==> config.mk <==
export PLATFORM = sky130hd
export DESIGN_NAME = tco_timer
export DESIGN_NICKNAME = d
export VERILOG_FILES = /design/src/tco_pkg.sv /design/src/tco_compare_output.sv /design/src/tco_timer.sv
export SDC_FILE = /design/constraint.sdc
export NUM_CORES = 1
export LEC_CHECK = 0
export BUFFER_PORTS_ARGS = -buffer_cell sky130_fd_sc_hd__buf_2
export CORE_MARGIN = 4
export CORE_UTILIZATION = 50
export DETAILED_ROUTE_END_ITERATION = 8
export GPL_ROUTABILITY_DRIVEN = 0
export PLACE_DENSITY = 0.89
export REMOVE_ABC_BUFFERS = 1
export SLEW_MARGIN = 40
export SYNTH_ARGS = -nofsm -noshare
export SYNTH_HDL_FRONTEND = slang
export SYNTH_SLANG_ARGS = --single-unit
export TNS_END_PERCENT = 10
==> constraint.sdc <==
create_clock -name i_clk -period 3.49 [get_ports i_clk]
set_input_delay 0.1745 -clock i_clk [delete_from_list [all_inputs] [get_ports i_clk]]
set_output_delay 0.1745 -clock i_clk [all_outputs]
set_load 0.1 [all_outputs]
==> src/tco_pkg.sv <==
// Shared constants and state types for the timer compare-output block
package tco_pkg;

  localparam int unsigned COUNT_W      = 8;
  localparam int unsigned MODE_W       = 3;
  localparam int unsigned ACTION_W     = 2;
  localparam int unsigned CLKSEL_W     = 3;

  localparam logic [COUNT_W-1:0]  COUNT_MAX    = 8'hFF;
  localparam logic [COUNT_W-1:0]  COUNT_BOTTOM = 8'h00;
  localparam logic [COUNT_W-1:0]  COUNT_STEP   = 8'h01;
  localparam logic [COUNT_W-1:0]  COUNT_RESET  = 8'h00;

  localparam logic [MODE_W-1:0]   MODE_NORMAL  = 3'h0;
  localparam logic [MODE_W-1:0]   MODE_CLEAR_ON_MATCH = 3'h2;

  localparam logic [ACTION_W-1:0] ACT_NONE     = 2'h0;
  localparam logic [ACTION_W-1:0] ACT_TOGGLE   = 2'h1;
  localparam logic [ACTION_W-1:0] ACT_CLEAR    = 2'h2;
  localparam logic [ACTION_W-1:0] ACT_SET      = 2'h3;

  localparam logic [CLKSEL_W-1:0] CLKSEL_STOPPED = 3'h0;

  localparam logic STATE_RESET = 1'b0;
  localparam logic FLAG_RESET  = 1'b0;

  typedef struct packed {
    logic state;
    logic pin_out;
    logic pin_oe;
  } tco_out_t;

  typedef struct packed {
    logic [COUNT_W-1:0] count;
    logic               overflow_flag;
    logic               compare_flag_a;
    logic               compare_flag_b;
    logic               block;
  } tco_timer_t;

endpackage : tco_pkg

==> src/tco_compare_output.sv <==
// One compare output channel: output state and port pin override
`timescale 1ns/1ns
module tco_compare_output (
  input  wire logic                         i_clk,
  input  wire logic                         i_rst_n,
  input  wire logic                         i_ce,
  input  wire logic                         i_event,
  input  wire logic [tco_pkg::ACTION_W-1:0] i_action,
  input  wire logic                         i_port_value,
  input  wire logic                         i_direction,
  output logic                              o_state,
  output logic                              o_pin_out,
  output logic                              o_pin_oe
);

  tco_pkg::tco_out_t s_q;
  tco_pkg::tco_out_t s_d;

  always_comb begin
    s_d = s_q;
    if (i_event) begin
      unique case (i_action)
        tco_pkg::ACT_NONE:   s_d.state = s_q.state;
        tco_pkg::ACT_TOGGLE: s_d.state = ~s_q.state;
        tco_pkg::ACT_CLEAR:  s_d.state = 1'b0;
        tco_pkg::ACT_SET:    s_d.state = 1'b1;
      endcase
    end
    // Override does not look at the waveform mode
    s_d.pin_out = (i_action != tco_pkg::ACT_NONE) ? s_d.state
                                                   : i_port_value;
    s_d.pin_oe  = i_direction;
  end

  always_ff @(posedge i_clk or negedge i_rst_n) begin
    if (!i_rst_n) begin
      s_q.state   <= tco_pkg::STATE_RESET;
      s_q.pin_out <= 1'b0;
      s_q.pin_oe  <= 1'b0;
    end else if (i_ce) begin
      s_q <= s_d;
    end
  end

  assign o_state   = s_q.state;
  assign o_pin_out = s_q.pin_out;
  assign o_pin_oe  = s_q.pin_oe;
endmodule : tco_compare_output

==> src/tco_timer.sv <==
// Timer counter with normal and clear-on-match modes and two compare outputs
`timescale 1ns/1ns
module tco_timer (
  input  wire logic                         i_clk,
  input  wire logic                         i_rst_n,
  input  wire logic                         i_ce,
  input  wire logic                         i_timer_tick,
  input  wire logic [tco_pkg::CLKSEL_W-1:0] i_clock_source_select,
  input  wire logic [tco_pkg::MODE_W-1:0]   i_waveform_mode_select,
  input  wire logic [tco_pkg::ACTION_W-1:0] i_compare_output_action_a,
  input  wire logic [tco_pkg::ACTION_W-1:0] i_compare_output_action_b,
  input  wire logic [tco_pkg::COUNT_W-1:0]  i_compare_value_a,
  input  wire logic [tco_pkg::COUNT_W-1:0]  i_compare_value_b,
  input  wire logic                         i_count_wr,
  input  wire logic [tco_pkg::COUNT_W-1:0]  i_count_wdata,
  input  wire logic                         i_force_compare_strobe_a,
  input  wire logic                         i_force_compare_strobe_b,
  input  wire logic                         i_overflow_int_ack,
  input  wire logic                         i_compare_int_ack_a,
  input  wire logic                         i_compare_int_ack_b,
  input  wire logic                         i_overflow_flag_clr,
  input  wire logic                         i_compare_flag_clr_a,
  input  wire logic                         i_compare_flag_clr_b,
  input  wire logic                         i_port_value_a,
  input  wire logic                         i_port_value_b,
  input  wire logic                         i_output_pin_direction_bit_a,
  input  wire logic                         i_output_pin_direction_bit_b,
  output logic [tco_pkg::COUNT_W-1:0]       o_count_value,
  output logic                              o_overflow_flag,
  output logic                              o_compare_flag_a,
  output logic                              o_compare_flag_b,
  output logic                              o_compare_output_state_a,
  output logic                              o_compare_output_state_b,
  output logic                              o_pin_out_a,
  output logic                              o_pin_oe_a,
  output logic                              o_pin_out_b,
  output logic                              o_pin_oe_b
);

  tco_pkg::tco_timer_t t_q;
  tco_pkg::tco_timer_t t_d;

  logic tick;
  logic non_pwm;
  logic clear_mode;
  logic match_a;
  logic match_b;
  logic event_a;
  logic event_b;
  logic ovf_set;

  // Compare of the running count against a live compare value
  function automatic logic hits(
    input logic [tco_pkg::COUNT_W-1:0] cnt,
    input logic [tco_pkg::COUNT_W-1:0] ref_value
  );
    hits = (cnt == ref_value);
  endfunction : hits

  // Flag update where a new event wins over any clear
  function automatic logic flag_next(
    input logic cur,
    input logic set,
    input logic clr
  );
    flag_next = set | (cur & ~clr);
  endfunction : flag_next

  always_comb begin
    tick       = i_timer_tick
               && (i_clock_source_select != tco_pkg::CLKSEL_STOPPED);
    clear_mode = (i_waveform_mode_select == tco_pkg::MODE_CLEAR_ON_MATCH);
    non_pwm    = (i_waveform_mode_select == tco_pkg::MODE_NORMAL)
               || clear_mode;
    // Compare value A is used as written, no shadow copy
    match_a    = tick && !t_q.block && !i_count_wr
               && hits(t_q.count, i_compare_value_a);
    match_b    = tick && !t_q.block && !i_count_wr
               && hits(t_q.count, i_compare_value_b);
    event_a    = match_a
               || (non_pwm && i_force_compare_strobe_a);
    event_b    = match_b
               || (non_pwm && i_force_compare_strobe_b);
    ovf_set    = tick && !i_count_wr
               && hits(t_q.count, tco_pkg::COUNT_MAX)
               && !(clear_mode && match_a);
  end

  always_comb begin
    t_d = t_q;
    // Counter next value ignores the output actions
    if (i_count_wr) begin
      t_d.count = i_count_wdata;
    end else if (tick) begin
      if (clear_mode && match_a) begin
        t_d.count = tco_pkg::COUNT_BOTTOM;
      end else begin
        t_d.count = t_q.count + tco_pkg::COUNT_STEP;
      end
    end
    // A write holds off matches until a timer clock has passed
    if (i_count_wr) begin
      t_d.block = 1'b1;
    end else if (tick) begin
      t_d.block = 1'b0;
    end
    t_d.overflow_flag  = flag_next(t_q.overflow_flag, ovf_set,
      i_overflow_int_ack | i_overflow_flag_clr);
    // Forced compares never reach the flags
    t_d.compare_flag_a = flag_next(t_q.compare_flag_a, match_a,
      i_compare_int_ack_a | i_compare_flag_clr_a);
    t_d.compare_flag_b = flag_next(t_q.compare_flag_b, match_b,
      i_compare_int_ack_b | i_compare_flag_clr_b);
  end

  always_ff @(posedge i_clk or negedge i_rst_n) begin
    if (!i_rst_n) begin
      t_q.count          <= tco_pkg::COUNT_RESET;
      t_q.overflow_flag  <= tco_pkg::FLAG_RESET;
      t_q.compare_flag_a <= tco_pkg::FLAG_RESET;
      t_q.compare_flag_b <= tco_pkg::FLAG_RESET;
      t_q.block          <= 1'b0;
    end else if (i_ce) begin
      t_q <= t_d;
    end
  end

  assign o_count_value    = t_q.count;
  assign o_overflow_flag  = t_q.overflow_flag;
  assign o_compare_flag_a = t_q.compare_flag_a;
  assign o_compare_flag_b = t_q.compare_flag_b;

  // Action is read live at the event, so a new setting counts at once
  tco_compare_output u_out_a (
    .i_clk        (i_clk),
    .i_rst_n      (i_rst_n),
    .i_ce         (i_ce),
    .i_event      (event_a),
    .i_action     (i_compare_output_action_a),
    .i_port_value (i_port_value_a),
    .i_direction  (i_output_pin_direction_bit_a),
    .o_state      (o_compare_output_state_a),
    .o_pin_out    (o_pin_out_a),
    .o_pin_oe     (o_pin_oe_a)
  );

  tco_compare_output u_out_b (
    .i_clk        (i_clk),
    .i_rst_n      (i_rst_n),
    .i_ce         (i_ce),
    .i_event      (event_b),
    .i_action     (i_compare_output_action_b),
    .i_port_value (i_port_value_b),
    .i_direction  (i_output_pin_direction_bit_b),
    .o_state      (o_compare_output_state_b),
    .o_pin_out    (o_pin_out_b),
    .o_pin_oe     (o_pin_oe_b)
  );
endmodule : tco_timer

==> impl_metrics.env <==
export IMPL_layout_drive_gt1_share=0.409
export IMPL_pre_cts_ws_ns=1.55
export IMPL_cap_violations=0
export IMPL_clockPowerShare=0.112
export IMPL_synthCells=153
export IMPL_synth_compound_area_frac=0.208
export IMPL_cts_made_buffers=3
export IMPL_ctsResizeCount=0
export IMPL_setup_slack_ns=1.52
export IMPL_hold_violations=0
export IMPL_wl_per_cell_um=15.4
export IMPL_dpl_instance_area_sq_um=1680
export IMPL_yosysWarningCount=0
export IMPL_worstPathMaxFanout=7
export IMPL_yosys_area_top_type="dfrtp_1"
export IMPL_tritoncts="yes"
export IMPL_cp_cell_sequence="xnor2_1 > nand4_4 > nor4_4 > a311oi_4 > a211oi_2 > o21ai_1"
export IMPL_hold_depth=3
export IMPL_dr_pass1_iters=4
export IMPL_cts_max_level=1
export IMPL_drc=0
export IMPL_drv_slew=0
export IMPL_power_frac_comb=0.550
export IMPL_finalSetupViolations=0
export IMPL_groute_usage_overall=0.197
export IMPL_crit_slowest_cell="dfrtp_1"
export IMPL_synth_top_area_frac=0.317
export IMPL_area_growth_pct=20.3
export IMPL_synthSimpleGateAreaFrac=0.228
export IMPL_post_route_cell_area_sq_um=1710
export IMPL_clk_path_buf_depth=2
export IMPL_yosys_area_share_adder=0.00880
export IMPL_crit_path_end="o_count_value[2]$_DFFE_PN0P_"
export IMPL_hpwlAfterDp_um=2930
export IMPL_cp_start_kind="flop"
export IMPL_grt_pass1_vias=1276
export IMPL_powerDensity_nw_per_um2=541
export IMPL_synth_top_family_by_area="simple AND/OR/NAND/NOR gates"
export IMPL_yosysSeqAreaShare=0.317
export IMPL_fp_dieW_um=61.3
export IMPL_clk_pin_slew_ns=0.10
export IMPL_row_count=19
export IMPL_cts_root_buf="clkbuf_4"
export IMPL_status="finished, final reports clean"
export IMPL_start_util=0.520
export IMPL_criticalPathCategory="reg -> reg"
export IMPL_swShare=0.548
export IMPL_ios=68
export IMPL_rsz0062_at_grt="false"
export IMPL_peakVddDrop_mv=0.606
export IMPL_tightest_slew_ns=0.626
export IMPL_die_h_um=61.3
export IMPL_worstPathArrival_ns=2.15
export IMPL_cts_sinks=18
export IMPL_wl_um=3680
export IMPL_skew_ns=0.00118
export IMPL_synthTopCellsByArea="dfrtp_1, xnor2_1, buf_4"
export IMPL_final_cell_mix="buf_2, dfrtp_1, nand2_1"
export IMPL_fin_crit_ns=1.97
export IMPL_die_area_sq_um=3760
export IMPL_cpPeakStageDelay_ns=0.49
export IMPL_viasPerCell=5.65
export IMPL_cp_required_ns=3.68
export IMPL_regToRegStartpoint="o_count_value[7]$_DFFE_PN0P_"
export IMPL_layout_commonest_cell="buf_2"
export IMPL_synthesis_area_sq_um=1420
export IMPL_grt_antenna_before_repair=0
export IMPL_diodes=0
export IMPL_port_buffer_count=67
export IMPL_grt_max_degree=21
export IMPL_fillCellCount=242
export IMPL_ys_ff_latch=18
export IMPL_ff2ff_setup_slack_ns=1.52
export IMPL_endpoint_kind="flop"
export IMPL_p_int_uw=419
export IMPL_synth_cell_type_count=46
export IMPL_cts_hold_buf=1
export IMPL_clk_latency_ns=0.29
export IMPL_cts_setup_buffers=0
export IMPL_coreArea_sq_um=2730
export IMPL_grt_pass1_wl_um=5500
export IMPL_r2r_cells=6
export IMPL_fmax_ghz=0.508
export IMPL_startpoint="o_count_value[7]$_DFFE_PN0P_"
export IMPL_slew_headroom=0.579
export IMPL_leakagePower_nw=0.806
export IMPL_post_route_period_util=0.564
export IMPL_finalSetupTns_ns=0
export IMPL_syn_avg_cell_area_sq_um=9.30
export IMPL_muxShareOfSynthArea=0.0229
export IMPL_fin_nets=262
export IMPL_drt_antenna_violating_nets=0
export IMPL_p_sw_uw=508
export IMPL_r2r_end="o_count_value[2]$_DFFE_PN0P_"
export IMPL_pwr_share_seq=0.337
export IMPL_num_vias=1351
export IMPL_overflow=0
export IMPL_synth_xor_xnor_area_share=0.122
export IMPL_dr_first_iter_drc_count=47
export IMPL_hp_class="in -> reg"
[layout make-up]
type                            instances  area, sq um  share of cell area
Timing Repair Buffer                   68          345               0.202
Tap cell                               31         38.8              0.0227
Clock buffer                            3         22.5              0.0132
Multi-Input combinational cell        115          840               0.490
Sequential cell                        18          450               0.263
Inverter                                4         15.0             0.00877
[worst max-delay path: cells and delay by family, from the launching register on]
kind / cells / cell delay [ns]
AOI/OAI and AO/OA: 3 / 0.54
xor gates and xnor gates: 1 / 0.28
DFF: 1 / 0.49
and+or+nand+nor: 2 / 0.54
[cell families after synthesis]
logic type                 count (synthesis)
muxes                                      3
AOI/OAI and AO/OA                         41
DFF                                       18
and+or+nand+nor                           54
adders and majority gates                  1
xor gates and xnor gates                  16
buffers and inverters                     20
[worst min-delay path by stage]
stage                              endpoint                         start  slack [ns]
2_1_floorplan  o_compare_flag_a$_DFFE_PN0P_                       i_rst_n       -0.12
5_1_grt        u_out_b.o_pin_oe$_DFFE_PN0P_  i_output_pin_direction_bit_b        0.11
3_3_place_gp   u_out_b.o_pin_oe$_DFFE_PN0P_                       i_rst_n        0.13
3_5_place_dp   u_out_a.o_pin_oe$_DFFE_PN0P_                       i_rst_n        0.13
6_report       o_count_value[2]$_DFFE_PN0P_              i_count_wdata[2]        0.11
4_1_cts        u_out_b.o_pin_oe$_DFFE_PN0P_  i_output_pin_direction_bit_b        0.11
[sequential cells by signal, indices dropped and copies added (netlist names)]
register           count
u_out_a.o_state        1
o_count_value          8
u_out_b.o_state        1
o_compare_flag_a       1
o_compare_flag_b       1
u_out_b.o_pin_out      1
u_out_b.o_pin_oe       1
u_out_a.o_pin_out      1
t_q                    1
o_overflow_flag        1
u_out_a.o_pin_oe       1
[metrics by stage]
stage / cells / utilization / hold slack, ns / power, mW
floorplan: 137 / - / -0.121 / 0.709
global placement: 235 / 0.614 / 0.127 / 0.816
detailed placement: 235 / 0.614 / 0.132 / 0.825
CTS: 239 / 0.626 / 0.110 / 0.929
global route: 239 / 0.626 / 0.109 / 0.968
finish: 239 / 0.626 / 0.111 / 0.927
[Yosys cell counts (all sizes together)]
library cell and instances:
xor2 2, inv 4, xnor2 14, or4 1, o31a 1, nor2b 2, o32ai 1, nor2 9
and3 3, a21oi 7, a221o 2, a311oi 1, nand3 4, nand3b 1, nand2b 1, ha 1
a221oi 1, mux2 2, buf 13, mux2i 1, o21ai 14, nor3 1, dfrtp 18, a22o 3
a211oi 5, a21o 2, and2 2, nand4 6, nand2 18, nor4 6, clkbuf 3, a22oi 2
o211ai 2
[power by group through the flow]
stage | Clock (mW) | Sequential [mW] | Combinational [mW]
final | 0.104 | 0.312 | 0.510
after global routing | 0.114 | 0.318 | 0.536
after CTS | 0.105 | 0.311 | 0.512
after detailed placement | 0 | 0.315 | 0.510
after global placement | 0 | 0.312 | 0.504
after floorplan | 0 | 0.551 | 0.158
[layer usage]
| metal | GRT usage | vias up | wire, um |
|---|---|---|---|
| met5 | 0 | - | 0 |
| met4 | 0.0424 | 0 | 33 |
| met3 | 0.0440 | 5 | 439 |
| met2 | 0.353 | 77 | 1710 |
| met1 | 0.242 | 609 | 1500 |
| li1 | - | 660 | - |
(Power assumes the default switching activity.)
